$ cat src/hw/dsmsel_pkg.sv
// Package for the data signal modulator selection block
// Assumes a classic Wishbone slave with 32-bit data and byte addresses
package dsmsel_pkg;
  localparam int unsigned adr_width = 4;
  localparam logic [3:0] ctrl_offset = 4'h0;
  localparam logic [3:0] src_offset = 4'h4;
  localparam logic [3:0] car_offset = 4'h8;
  // Control register fields
  localparam int unsigned ctl_enable_bit = 15;
  localparam int unsigned ctl_invert_bit = 4;
  localparam int unsigned ctl_manual_bit = 0;
  // Source register fields
  localparam int unsigned src_disable_bit = 7;
  localparam int unsigned sel_lsb = 0;
  localparam int unsigned sel_width = 4;
  // Carrier register fields
  localparam int unsigned hi_disable_bit = 15;
  localparam int unsigned hi_invert_bit = 14;
  localparam int unsigned hi_sync_bit = 13;
  localparam int unsigned hi_sel_lsb = 8;
  localparam int unsigned lo_disable_bit = 7;
  localparam int unsigned lo_invert_bit = 6;
  localparam int unsigned lo_sync_bit = 5;
  localparam int unsigned lo_sel_lsb = 0;
  // Source codes
  localparam logic [3:0] src_manual = 4'h0;
  localparam logic [3:0] src_pin = 4'h1;
  localparam logic [3:0] src_spi_first = 4'h2;
  localparam logic [3:0] src_uart_first = 4'h4;
  localparam logic [3:0] src_cmp_first = 4'h8;
  localparam logic [3:0] src_none = 4'hf;
  // Carrier codes
  localparam logic [3:0] car_ground = 4'h0;
  localparam logic [3:0] car_pin_one = 4'h1;
  localparam logic [3:0] car_pin_two = 4'h2;
  localparam logic [3:0] car_refclk = 4'h3;
  localparam logic [3:0] car_cmp_first = 4'h4;
  localparam logic [3:0] car_cmp_last = 4'ha;
  localparam int unsigned spi_count = 2;
  localparam int unsigned uart_count = 4;
  localparam int unsigned cmp_count = 7;
  localparam logic [1:0] sync_reset = 2'h0;

  typedef struct packed {
    logic [spi_count-1:0] spi_sdo;
    logic [uart_count-1:0] uart_tx;
    logic [cmp_count-1:0] cmp_out;
    logic mod_pin;
    logic car_pin_one;
    logic car_pin_two;
    logic refclk;
  } dsmsel_inputs_type;

  typedef struct packed {
    logic [spi_count-1:0] spi_sdo;
    logic [uart_count-1:0] uart_tx;
    logic [cmp_count-1:0] cmp_out;
    logic refclk;
  } dsmsel_pin_enable_type;

  typedef enum logic [0:0] {
    dsmsel_use_low = 1'b0,
    dsmsel_use_high = 1'b1
  } dsmsel_path_type;
endpackage

$ cat src/hw/dsmsel_top.sv
// Modulator source and carrier selection with Wishbone registers
// Assumes rst_i is a power-on reset and peripheral signals are asynchronous
// Operation
// - Source disable bit blocks the chosen source peripheral from its pin.
// - Source code 0 picks manual bit, code 1 picks modulation pin.
// - Source codes 2 and 3 pick serial outputs one and two.
// - Source codes 4 to 7 pick UART transmit one to four.
// - Source codes 8 to 14 pick compare outputs; code 15 selects nothing.
// - Source disable bit is reset only by power-on reset.
// - Source select bits are untouched by power-on reset.
// - High carrier disable bit blocks chosen carrier peripheral from its pin.
// - High carrier invert bit inverts high carrier before mixing.
// - High sync holds switch to low until high carrier falls.
// - Carrier codes 0 to 3: ground, pin one, pin two, reference clock.
// - Carrier codes 4 to 10 pick compare outputs; above reserved.
// - Low carrier disable blocks its peripheral pin and resets to zero.
// - Low carrier invert bit inverts low carrier before mixing.
// - Low sync holds switch to high until low carrier falls.
// - Low carrier select uses the same code map as high.
// - Unimplemented bits read zero and ignore writes.
// - Without sync, carrier switch is immediate and may glitch.
// - Output is high carrier while modulating signal is high, else low carrier.
// - Disabled module produces no modulated output.
// - Output invert bit inverts the final output while the module is enabled.
// - Software manual bit is the modulating signal in manual mode.
//
// The address map and the Wishbone register port were chosen for this implementation.
`timescale 1ns/1ps

module dsmsel_sync3 (
  input wire logic clk_i, // Clock
  input wire logic rst_i, // Reset
  input wire logic d_i, // Asynchronous level
  output logic q_o // Filtered level
);
  logic [2:0] stage;
  logic next_q;
  assign next_q = (stage[1] == stage[2]) ? stage[2] : q_o;
  always_ff @(posedge clk_i) begin
    if (rst_i) begin
      stage <= 3'h0;
      q_o <= 1'b0;
    end else begin
      stage <= {stage[1:0], d_i};
      q_o <= next_q;
    end
  end
endmodule

module dsmsel_top (
  input wire logic clk_i, // 50 MHz clock
  input wire logic rst_i, // Power-on reset, high
  input wire logic wb_cyc_i, // Bus cycle
  input wire logic wb_stb_i, // Bus strobe
  input wire logic wb_we_i, // Write enable
  input wire logic [dsmsel_pkg::adr_width-1:0] wb_adr_i, // Byte address
  input wire logic [3:0] wb_sel_i, // Byte enables
  input wire logic [31:0] wb_dat_i, // Write data
  output logic [31:0] wb_dat_o, // Read data
  output logic wb_ack_o, // Acknowledge
  input wire dsmsel_pkg::dsmsel_inputs_type sig_i, // Peripheral and pin inputs
  output dsmsel_pkg::dsmsel_pin_enable_type pin_en_o, // Peripheral pin drive enables
  output logic modulated_output_pin_o // Modulated output
);
  localparam int unsigned n_in = $bits(dsmsel_pkg::dsmsel_inputs_type);

  logic [15:0] ctrl_reg;
  logic [7:0] src_reg;
  logic [15:0] car_reg;
  logic src_disable;
  logic [3:0] src_code;
  logic [n_in-1:0] raw_bits;
  logic [n_in-1:0] sync_bits;
  dsmsel_pkg::dsmsel_inputs_type s;
  dsmsel_pkg::dsmsel_path_type path;
  logic hi_prev;
  logic lo_prev;
  logic out_q;
  logic ack_q;
  logic [31:0] rdat_q;
  dsmsel_pkg::dsmsel_pin_enable_type en_q;

  // Input synchronisers
  assign raw_bits = sig_i;
  genvar gi;
  generate
    for (gi = 0; gi < n_in; gi++) begin : g_sync
      dsmsel_sync3 u_sync (
        .clk_i(clk_i),
        .rst_i(rst_i),
        .d_i(raw_bits[gi]),
        .q_o(sync_bits[gi])
      );
    end
  endgenerate
  assign s = sync_bits;

  // Register fields
  wire enable = ctrl_reg[dsmsel_pkg::ctl_enable_bit];
  wire out_inv = ctrl_reg[dsmsel_pkg::ctl_invert_bit];
  wire manual_modulation_value = ctrl_reg[dsmsel_pkg::ctl_manual_bit];
  wire hi_dis = car_reg[dsmsel_pkg::hi_disable_bit];
  wire hi_inv = car_reg[dsmsel_pkg::hi_invert_bit];
  wire hi_sync = car_reg[dsmsel_pkg::hi_sync_bit];
  wire [3:0] hi_sel = car_reg[dsmsel_pkg::hi_sel_lsb +: 4];
  wire lo_dis = car_reg[dsmsel_pkg::lo_disable_bit];
  wire lo_inv = car_reg[dsmsel_pkg::lo_invert_bit];
  wire lo_sync = car_reg[dsmsel_pkg::lo_sync_bit];
  wire [3:0] lo_sel = car_reg[dsmsel_pkg::lo_sel_lsb +: 4];

  // Source selection
  wire [3:0] spi_idx = src_code - dsmsel_pkg::src_spi_first;
  wire [3:0] uart_idx = src_code - dsmsel_pkg::src_uart_first;
  wire [3:0] cmp_idx = src_code - dsmsel_pkg::src_cmp_first;
  wire is_pin = src_code == dsmsel_pkg::src_pin;
  wire is_spi = (src_code >= dsmsel_pkg::src_spi_first) &&
      (src_code < dsmsel_pkg::src_uart_first);
  wire is_uart = (src_code >= dsmsel_pkg::src_uart_first) &&
      (src_code < dsmsel_pkg::src_cmp_first);
  wire is_cmp = (src_code >= dsmsel_pkg::src_cmp_first) &&
      (src_code != dsmsel_pkg::src_none);
  wire modulator =
      (src_code == dsmsel_pkg::src_manual) ? manual_modulation_value :
      is_pin ? s.mod_pin :
      is_spi ? s.spi_sdo[spi_idx[0]] :
      is_uart ? s.uart_tx[uart_idx[1:0]] :
      is_cmp ? s.cmp_out[cmp_idx[2:0]] :
      1'b0;

  // Carrier selection, one map for both carriers
  function automatic logic car_pick(input logic [3:0] code,
                                    input dsmsel_pkg::dsmsel_inputs_type v);
    logic [3:0] k;
    k = code - dsmsel_pkg::car_cmp_first;
    case (code)
      dsmsel_pkg::car_ground: car_pick = 1'b0;
      dsmsel_pkg::car_pin_one: car_pick = v.car_pin_one;
      dsmsel_pkg::car_pin_two: car_pick = v.car_pin_two;
      dsmsel_pkg::car_refclk: car_pick = v.refclk;
      default: car_pick = (code >= dsmsel_pkg::car_cmp_first &&
          code <= dsmsel_pkg::car_cmp_last) ? v.cmp_out[k[2:0]] : 1'b0;
    endcase
  endfunction

  wire hi_raw = car_pick(hi_sel, s);
  wire lo_raw = car_pick(lo_sel, s);
  wire hi_car = hi_raw ^ hi_inv;
  wire lo_car = lo_raw ^ lo_inv;
  wire hi_fall = hi_prev & ~hi_car;
  wire lo_fall = lo_prev & ~lo_car;

  // Path switching with optional edge hold
  dsmsel_pkg::dsmsel_path_type next_path;
  always_comb begin
    next_path = path;
    if (modulator && path == dsmsel_pkg::dsmsel_use_low) begin
      if (!lo_sync || lo_fall) begin
        next_path = dsmsel_pkg::dsmsel_use_high;
      end
    end else if (!modulator && path == dsmsel_pkg::dsmsel_use_high) begin
      if (!hi_sync || hi_fall) begin
        next_path = dsmsel_pkg::dsmsel_use_low;
      end
    end
  end

  wire mixed = (hi_car & (next_path == dsmsel_pkg::dsmsel_use_high)) |
      (lo_car & (next_path == dsmsel_pkg::dsmsel_use_low));
  wire next_out = enable ? (mixed ^ out_inv) : 1'b0;

  // Pin drive enables of the peripherals feeding the modulator
  dsmsel_pkg::dsmsel_pin_enable_type next_en;
  always_comb begin
    next_en = '1;
    if (src_disable) begin
      if (is_spi) next_en.spi_sdo[spi_idx[0]] = 1'b0;
      if (is_uart) next_en.uart_tx[uart_idx[1:0]] = 1'b0;
      if (is_cmp) next_en.cmp_out[cmp_idx[2:0]] = 1'b0;
    end
    if (hi_dis) begin
      if (hi_sel == dsmsel_pkg::car_refclk) next_en.refclk = 1'b0;
      if (hi_sel >= dsmsel_pkg::car_cmp_first && hi_sel <= dsmsel_pkg::car_cmp_last) begin
        next_en.cmp_out[hi_sel[2:0] - 3'h4] = 1'b0;
      end
    end
    if (lo_dis) begin
      if (lo_sel == dsmsel_pkg::car_refclk) next_en.refclk = 1'b0;
      if (lo_sel >= dsmsel_pkg::car_cmp_first && lo_sel <= dsmsel_pkg::car_cmp_last) begin
        next_en.cmp_out[lo_sel[2:0] - 3'h4] = 1'b0;
      end
    end
  end

  // Wishbone decode
  wire req = wb_cyc_i & wb_stb_i & ~ack_q;
  wire wr = req & wb_we_i;
  wire hit_ctrl = wb_adr_i == dsmsel_pkg::ctrl_offset;
  wire hit_src = wb_adr_i == dsmsel_pkg::src_offset;
  wire hit_car = wb_adr_i == dsmsel_pkg::car_offset;
  wire [15:0] ctrl_mask = 16'h8011;
  wire [15:0] car_mask = 16'hefef;
  wire [15:0] lane_mask = {{8{wb_sel_i[1]}}, {8{wb_sel_i[0]}}};
  wire [15:0] ctrl_w = (ctrl_reg & ~lane_mask) | (wb_dat_i[15:0] & lane_mask & ctrl_mask);
  wire [15:0] car_w = (car_reg & ~lane_mask) | (wb_dat_i[15:0] & lane_mask & car_mask);
  wire [31:0] rd_mux = hit_ctrl ? {16'h0000, ctrl_reg} :
      hit_src ? {24'h000000, src_reg} :
      hit_car ? {16'h0000, car_reg} : 32'h00000000;

  always_ff @(posedge clk_i) begin
    if (rst_i) begin
      ctrl_reg <= 16'h0000;
      src_disable <= 1'b0;
      car_reg[dsmsel_pkg::lo_disable_bit] <= 1'b0;
      path <= dsmsel_pkg::dsmsel_use_low;
      hi_prev <= 1'b0;
      lo_prev <= 1'b0;
      out_q <= 1'b0;
      ack_q <= 1'b0;
      rdat_q <= 32'h00000000;
      en_q <= '1;
    end else begin
      ack_q <= req;
      rdat_q <= (req && !wb_we_i) ? rd_mux : 32'h00000000;
      if (wr && hit_ctrl) ctrl_reg <= ctrl_w;
      if (wr && hit_src && wb_sel_i[0]) src_disable <= wb_dat_i[dsmsel_pkg::src_disable_bit];
      if (wr && hit_car) car_reg <= car_w;
      path <= next_path;
      hi_prev <= hi_car;
      lo_prev <= lo_car;
      out_q <= next_out;
      en_q <= next_en;
    end
  end

  // Fields left alone by reset
  always_ff @(posedge clk_i) begin
    if (!rst_i && wr && hit_src && wb_sel_i[0]) begin
      src_code <= wb_dat_i[dsmsel_pkg::sel_lsb +: 4];
    end
  end

  assign src_reg = {src_disable, 3'h0, src_code};
  assign wb_ack_o = ack_q;
  assign wb_dat_o = rdat_q;
  assign modulated_output_pin_o = out_q;
  assign pin_en_o = en_q;
endmodule

$ cat config.mk
export PLATFORM = sky130hd
export DESIGN_NAME = dsmsel_top
export DESIGN_NICKNAME = d
export VERILOG_FILES = /design/src/hw/dsmsel_pkg.sv /design/src/hw/dsmsel_top.sv
export SDC_FILE = /design/constraint.sdc
export NUM_CORES = 1
export LEC_CHECK = 0
export BUFFER_PORTS_ARGS = -buffer_cell sky130_fd_sc_hd__buf_2
export CAP_MARGIN = 25
export CORE_UTILIZATION = 54
export DETAILED_ROUTE_END_ITERATION = 10
export PLACE_DENSITY = 0.79
export SYNTH_ARGS = -nofsm -noshare
export SYNTH_HDL_FRONTEND = slang
export SYNTH_SLANG_ARGS = --single-unit
export TNS_END_PERCENT = 20
$ cat constraint.sdc
create_clock -name clk_i -period 2.9 [get_ports clk_i]
set_input_delay 0 -clock clk_i [delete_from_list [all_inputs] [get_ports clk_i]]
set_output_delay 0 -clock clk_i [all_outputs]
set_load 0.02 [all_outputs]
**Yosys cells after proc, flatten, opt, wreduce, memory -nomap -nowiden**

Index checks and enable logic that the tools add are counted.

- Add/subtract/negate cells: 7
- $lt $le $gt $ge: 21
- Eq/ne operators: 27
- Mux-type cells: 44
- Bitwise gates (word level): 35
- Reductions and logical operators: 37

Operators by type and width:

| operator | count |
|---|---|
| 16-bit bitwise AND | 3 |
| 16-bit two-way mux | 3 |
| 16-bit bitwise OR | 2 |
| 7-bit two-way mux | 4 |
| 1-bit two-way mux | 24 |
| 7-bit NOT | 3 |
| 1-bit logical AND | 20 |
| 3-bit by 4-bit less-than comparator with 1-bit output (second input constant) | 5 |
| 1-bit equality test | 17 |
| 4-bit by 2-bit equality test with 1-bit output (second input constant) | 4 |
| 4-bit logical NOT | 4 |
| 8-bit two-way mux | 2 |
| 16-bit NOT | 1 |
| 7-bit bitwise AND | 2 |
| 4-bit by 1-bit equality test with 1-bit output (second input constant) | 3 |
| 4-bit by 3-bit greater-or-equal comparator with 1-bit output (second input constant) | 3 |
| 3-bit subtractor (second input constant) | 4 |
| 1-bit NOT | 11 |
| 1-bit binary-select mux with 3-bit select | 3 |
| 1-bit demux with 3-bit select | 3 |
| 3-bit by 1-bit greater-or-equal comparator with 1-bit output (second input constant) | 3 |
| 4-bit less-or-equal comparator (second input constant) | 2 |
| 1-bit case mux with 4 select lines | 2 |
| 1-bit bitwise AND | 7 |
| 27 further kinds | 36 |

- Register bits after elaboration: 156
- Output and inout port bits: 48

**Depth between registers and ports, before layout**

Gate-level depths: netlist of the first run.

- Word-level depth: 16
- Depth in mapped cells: 8

**Modules after synthesis**

Synthesis of the first run repeated with hierarchy kept, for this count alone.

- Cell total of the unflattened synthesis: 489
- Area total of the unflattened synthesis: 5,147.4 µm²

By module, submodules not included:

| module | instances | cells each | area each (µm²) |
|---|---|---|---|
| dsmsel_top | 1 | 319 | 3,233.1 |
| dsmsel_sync3 | 17 | 10 | 112.6 |

**Worst setup path after synthesis of the first run**

Ideal clock, no wire load.

- Path kind: register to register
- Start: reg (tool-made name)
- End: reg out_q, in the netlist modulated_output_pin_o
- Arrival: 2,008 ps
- Data required time: 2,771 ps
- Setup slack: 763 ps
- Stages on the path, launching flop included: 9
- Path buffers: 1
- Cells stage by stage: edfxtp_1 buf_4 and3b_4 a2111oi_4 nor4_2 a2111oi_4 a21o_1 a211o_1 o211ai_2

RTL lines:

| what | RTL line | source |
|---|---|---|
| end signal: assignment | dsmsel_top.sv:230 | `out_q <= next_out;` |
| end: declaration | dsmsel_top.sv:78 | `logic out_q;` |

==> flow_summary.yaml, run 1 <==
run_status:
  status: "completed"
place:
  port_buffers: 74
  place_congestion: 0.900
  place_ws_ps: 386
  hpwl_mm: 6.90
critical_path:
  crit_type: "reg -> reg"
  path_max_fanout: 11
  max_stage_delay_ps: 590
  path_cells: "mux2_4, a2111oi_4, nor4_2, a2111oi_4, a21o_1, a211o_1, o211ai_2"
  worstSetupStartpointType: "flip-flop"
  critical_path.slowest_cell: "edfxtp_1"
  cp.arrival_ps: 2970
  crit_path_end_kind: "flip-flop"
  required_ps: 3290
  critPathMostFrequentCell: "a2111oi_4"
detailed_routing:
  drt-total-wl_mm: 10.7
  drt-wirelength-per-cell_um: 14.8
  drtIter0Drc: 195
  via_per_inst: 5.27
  firstDrtPassIters: 5
  ant_nets: 0
  vias: 3802
  drc: 0
sta:
  setup_viol: 0
  worstMarginPinSlew_ps: 544
  fin_crit_sh: 0.887
  tns_ps: 0
  relSlewSlack: 0.636
  setup_slack_ps: 328
  period_needed_ps: 2570
  timing_max_transition_violations_final: 0
  finClkSkew_ps: 7.87
  rsz0062_at_grt: "false"
  hold_violations: 0
  max_freq_mhz: 389
floorplan:
  num_rows: 35
  die_w_um: 99.4
  dieArea_um2: 9890
  core_um2: 9200
  die_height_um: 99.4
  start_util: 0.557
  io_pins: 110
yosys:
  ys_types: 49
  netlist_area_um2: 5130
  synth-seq-cells: 140
  syn_inst: 480
  synth_top_area_share: 0.473
  synth_warnings: 0
  synth_flop_cell: "dfxtp_1"
  avgSynthCellArea_um2: 10.7
  synth_area_leaders: "dfxtp_1 (47%), edfxtp_1 (11%), nor2b_1 (7.7%)"
  synth_seq_area_share: 0.584
  synth-edff-count: 19
  synth-async-reset-ratio: 0
  yosysTopAreaCell: "dfxtp_1"
power:
  ir_worst_vdd_v: 0.000527
  p_leak_uw: 0.00256
  finalPower_uw: 4260
  powerDensity_nw_per_um2: 652
cts:
  cts_buffers: 17
  cts_sinks: 140
  htree_levels: 4
  clk_path_buf_depth: 2
  root_buffer: "clkbuf_8"
  clk_pin_slew_ps: 60
  clk-insertion-delay-late_ps: 520
  ctsResizeCount: 0
  cts_tree: "done"
global_routing:
  overflow: 0
  antenna_found_initial: 0
  grt_max_degree: 49
  grt_usage: 0.229
  grt_pass1_vias: 3656
  grt_pass1_wl_mm: 17.2
finish:
  regArea_um2: 2990
  multi_input_area_um2: 1970
  fillers: 663
  nets: 659
  drive_gt1_frac: 0.210
  diodes: 0
  area_delta_synth_final_pct: 27.4
run:
  drv_cap: 0
worst_hold_path:
  hold_class: "in -> reg"
cells by family after synthesis:
kind of cell	count (synthesis)	synth area share
AOI/OAI and AO/OA	83	0.112
xor gates and xnor gates	1	0.00171
DFF	140	0.584
other	1	0.000732
muxes	23	0.0561
and+or+nand+nor	190	0.201
buffers and inverters	42	0.0447
layout make-up:
type | instances | share of cell area
multi-input cells | 313 | 0.301
repair buffers | 122 | 0.128
clock inverters | 13 | 0.0199
inverters | 3 | 0.00172
well taps | 111 | 0.0213
flip-flops and latches | 140 | 0.458
clock buffers | 19 | 0.0693
layout by cell type, fill, tap and decap left out, drive strengths merged, types with 3 or more instances in the layout:
| cell | count |
|---|---|
| mux2 | 3 |
| buf | 79 |
| nor3b | 7 |
| a31o | 5 |
| conb | 16 |
| inv | 8 |
| o211ai | 3 |
| or3 | 4 |
| and2 | 14 |
| a21o | 5 |
| o21ai | 18 |
| nand4 | 3 |
| clkinv | 7 |
| nor2 | 37 |
| edfxtp | 19 |
| nor2b | 63 |
| nand3 | 14 |
| nor3 | 5 |
| a21oi | 25 |
| dfxtp | 121 |
| nand2 | 31 |
| mux2i | 16 |
| mux4 | 4 |
| nand4b | 3 |
| clkbuf | 19 |
| a22oi | 14 |
| and3 | 3 |
| dlygate4sd3 | 43 |
critical path: cells and delay by family (launching register included):
kind	cells	cell delay [ps]
simple gates	1	130
compound gates	5	1370
mux	1	360
flops	1	590
layer usage:
layer,GRT usage,vias up,routed length [um]
met5,0,-,0
met4,0.127,0,318
met3,0.0520,27,500
met2,0.395,138,5340
met1,0.263,1770,4530
li1,-,1867,-
through the flow:
stage | util | std cells | cell area (um^2) | hold slack [ps]
after floorplan | - | 495 | 5180 | 96.1
after global placement | 0.600 | 646 | 5520 | 180
after detailed placement | 0.600 | 646 | 5520 | 179
after CTS | 0.710 | 721 | 6530 | 17.7
after global routing | 0.710 | 721 | 6530 | 77.5
final | 0.710 | 721 | 6530 | 41.8
cell usage after synthesis (4+ instances only):
cell type / instances
dfxtp_1: 121
nor2b_1: 63
nor2_1: 37
nand2_1: 30
a21oi_1: 25
edfxtp_1: 19
buf_4: 18
clkbuf_1: 17
o21ai_0: 17
mux2i_1: 16
a22oi_1: 14
and2_1: 14
nand3_1: 14
nor3b_1: 7
a21o_1: 5
nor3_1: 5
a31o_2: 4
mux4_2: 4
or3_1: 4
worst paths after layout:
path	startpoint	to	slack (ps)	depth (start not counted)
setup / recovery	flip-flop	modulated_output_pin_o$_SDFF_PP0_	330	7
hold / removal	wb_adr_i[2]	wb_dat_o[7]$_SDFF_PP0_	40	5
setup reg to reg	flip-flop	modulated_output_pin_o$_SDFF_PP0_	330	7
hold reg to reg	g_sync[15].u_sync.stage[0]$_SDFF_PP0_	g_sync[15].u_sync.stage[1]$_SDFF_PP0_	440	1
power by group:
group          internal (uW)  switching [uW]
logic                   84.1            82.9
clock network           1230             849
registers               2000            12.4
total                   3310             945
timing repair:
action | 4_1_cts | 5_1_grt
hold buffers | 43 | 0
setup buffers | 0 | 0
hold endpoints to repair | 49 | 0
(Power assumes the default switching activity.)
==> run 2: changes to the inputs <==
--- a/config.mk
+++ b/config.mk
@@ -9,7 +9,9 @@
 export CAP_MARGIN = 25
 export CORE_UTILIZATION = 54
 export DETAILED_ROUTE_END_ITERATION = 10
+export GPL_TIMING_DRIVEN = 0
 export PLACE_DENSITY = 0.79
+export RECOVER_POWER = 100
 export SYNTH_ARGS = -nofsm -noshare
 export SYNTH_HDL_FRONTEND = slang
 export SYNTH_SLANG_ARGS = --single-unit
==> run 2 against run 1 <==
Count of clock-buffer cells in the layout rose by 3; non-clock buffer count rose by 36; critical path depth rose by 1; clock power barely moved; worst hold slack improved by 28 ps; die area did not move; fmax rose by 0.63%; clock skew barely moved; sequential cell count did not move; combinational power rose by 11%; largest cell class unchanged; highest routed layer is now met5.
==> flow_summary.yaml, run 2 (same netlist as run 1, synthesis figures left out) <==
run_status:
  status: "completed"
power:
  p_clk_frac: 0.486
  power_frac_seq: 0.470
  p_int_uw: 3340
  p_switching_uw: 926
  p_comb_frac: 0.044
  ir_worst_vdd_v: 0.000431
  powerDensity_nw_per_um2: 640
  swShare: 0.217
  p_leak_uw: 0.00254
critical_path:
  critPathTopFamily: "simple AND/OR/NAND/NOR gates"
  crit_path_end_kind: "flip-flop"
  path_max_fanout: 10
  critPathMostFrequentCell: "a2111oi_4"
  required_ps: 3350
  path_buf_inv: 1
  cp.arrival_ps: 3010
  critical_path.slowest_cell: "nor4_1"
  crit_type: "reg -> reg"
  max_stage_delay_ps: 520
  worstSetupStartpointType: "flip-flop"
  path_cells: "clkbuf_1, and3b_4, a2111oi_4, nor4_1, a2111oi_4, or3_1, a211o_1, o211ai_2"
place:
  place_ws_ps: 528
  place_congestion: 0.886
  hpwl_mm: 7.35
  port_buffers: 72
  placed_area_um2: 5680
sta:
  tns_ps: 0
  finClkSkew_ps: 8.28
  setup_slack_ps: 344
  relSlewSlack: 0.456
  period_needed_ps: 2560
  rsz0062_at_grt: "false"
  max_freq_mhz: 391
  hold_violations: 0
  setup_viol: 0
  worstMarginPinSlew_ps: 808
  holdWs_ps: 69.4
  timing_max_transition_violations_final: 0
  fin_crit_sh: 0.881
finish:
  drive_gt1_frac: 0.152
  nets: 695
  layout_common_cells: "dfxtp_1 (121), nor2b_1 (63), clkbuf_1 (60)"
  stdcell_area_um2: 6670
  finish.utilization: 0.725
  area_delta_synth_final_pct: 30.1
  diodes: 0
  mostFrequentLayoutCell: "dfxtp_1"
detailed_routing:
  vias: 3975
  ant_nets: 0
  drt-wirelength-per-cell_um: 15.3
  firstDrtPassIters: 5
  drc: 0
  drt-total-wl_mm: 11.6
  top_layer_used: "met5"
  drtIter0Drc: 160
  m1WireLength_mm: 4.75
  wl_met3_um: 472
  met2WireLength_mm: 6.02
  via_per_inst: 5.25
cts:
  post_cts_buffers: 0
  cts_tree: "done"
  clk-insertion-delay-late_ps: 520
  htree_levels: 4
  clk_pin_slew_ps: 60
  clk_path_buf_depth: 2
  cts_sinks: 140
  cts_buffers: 17
  root_buffer: "clkbuf_8"
global_routing:
  overflow: 0
  grt_usage: 0.248
  grt_pass1_vias: 4030
  grt_max_degree: 17
  grt_pass1_wl_mm: 18.5
  antenna_found_initial: 1
floorplan:
  die_height_um: 99.4
  io_pins: 110
  num_rows: 35
  core_um2: 9200
  start_util: 0.557
  die_w_um: 99.4
  dieArea_um2: 9890
run:
  drv_cap: 0
worst_hold_path:
  hold_class: "in -> reg"
run 2: final timing paths:
kind | from | slack [ps] | endpoint | depth (start not counted)
worst max-delay path | flip-flop | 340 | modulated_output_pin_o$_SDFF_PP0_ | 8
worst min-delay path | wb_stb_i | 70 | car_reg[12]$_DFFE_PP_ | 4
worst max register to register | flip-flop | 340 | modulated_output_pin_o$_SDFF_PP0_ | 8
worst min register to register | g_sync[5].u_sync.stage[0]$_SDFF_PP0_ | 430 | g_sync[5].u_sync.stage[1]$_SDFF_PP0_ | 1
run 2: metrics by stage:
stage	instances	power [uW]
2_1_floorplan	495	2140
3_3_place_gp	678	2190
3_5_place_dp	678	2190
4_1_cts	757	4280
5_1_grt	757	4380
6_report	757	4270
run 2: what timing repair did:
action / 4_1_cts / 5_1_grt
resized for setup: 0 / 0
hold endpoints to repair: 50 / 0
hold buffers: 47 / 0
run 2: worst register-to-register path: stages (launching register included):
cell	delay, ps
edfxtp_1	380
clkbuf_1	370
and3b_4	290
a2111oi_4	70
nor4_1	520
a2111oi_4	120
or3_1	380
a211o_1	280
o211ai_2	80
run 2: area by class of cell:
| cell class | count | area [um^2] |
|---|---|---|
| sequential | 140 | 2990 |
| fill | 663 | 2530 |
| multi-input combinational | 313 | 1950 |
| timing repair buffer | 119 | 783 |
| clock buffer | 22 | 475 |
| buffer | 39 | 214 |
| tap | 111 | 139 |
| clock inverter | 10 | 97.6 |
| inverter | 3 | 11.3 |
run 2: metal layers:
layer  GRT usage  vias up
met5           0        -
met2       0.457      124
met1       0.263     1877
met4       0.121        2
li1            -     1940
met3      0.0611       32
run 2: power groups by stage:
stage | Sequential (uW) | Combinational, uW | Clock, uW
6_report | 2010 | 186 | 2080
5_1_grt | 2010 | 202 | 2170
4_1_cts | 2010 | 185 | 2090
3_5_place_dp | 2050 | 142 | 0
3_3_place_gp | 2050 | 139 | 0
2_1_floorplan | 2050 | 93.3 | 0
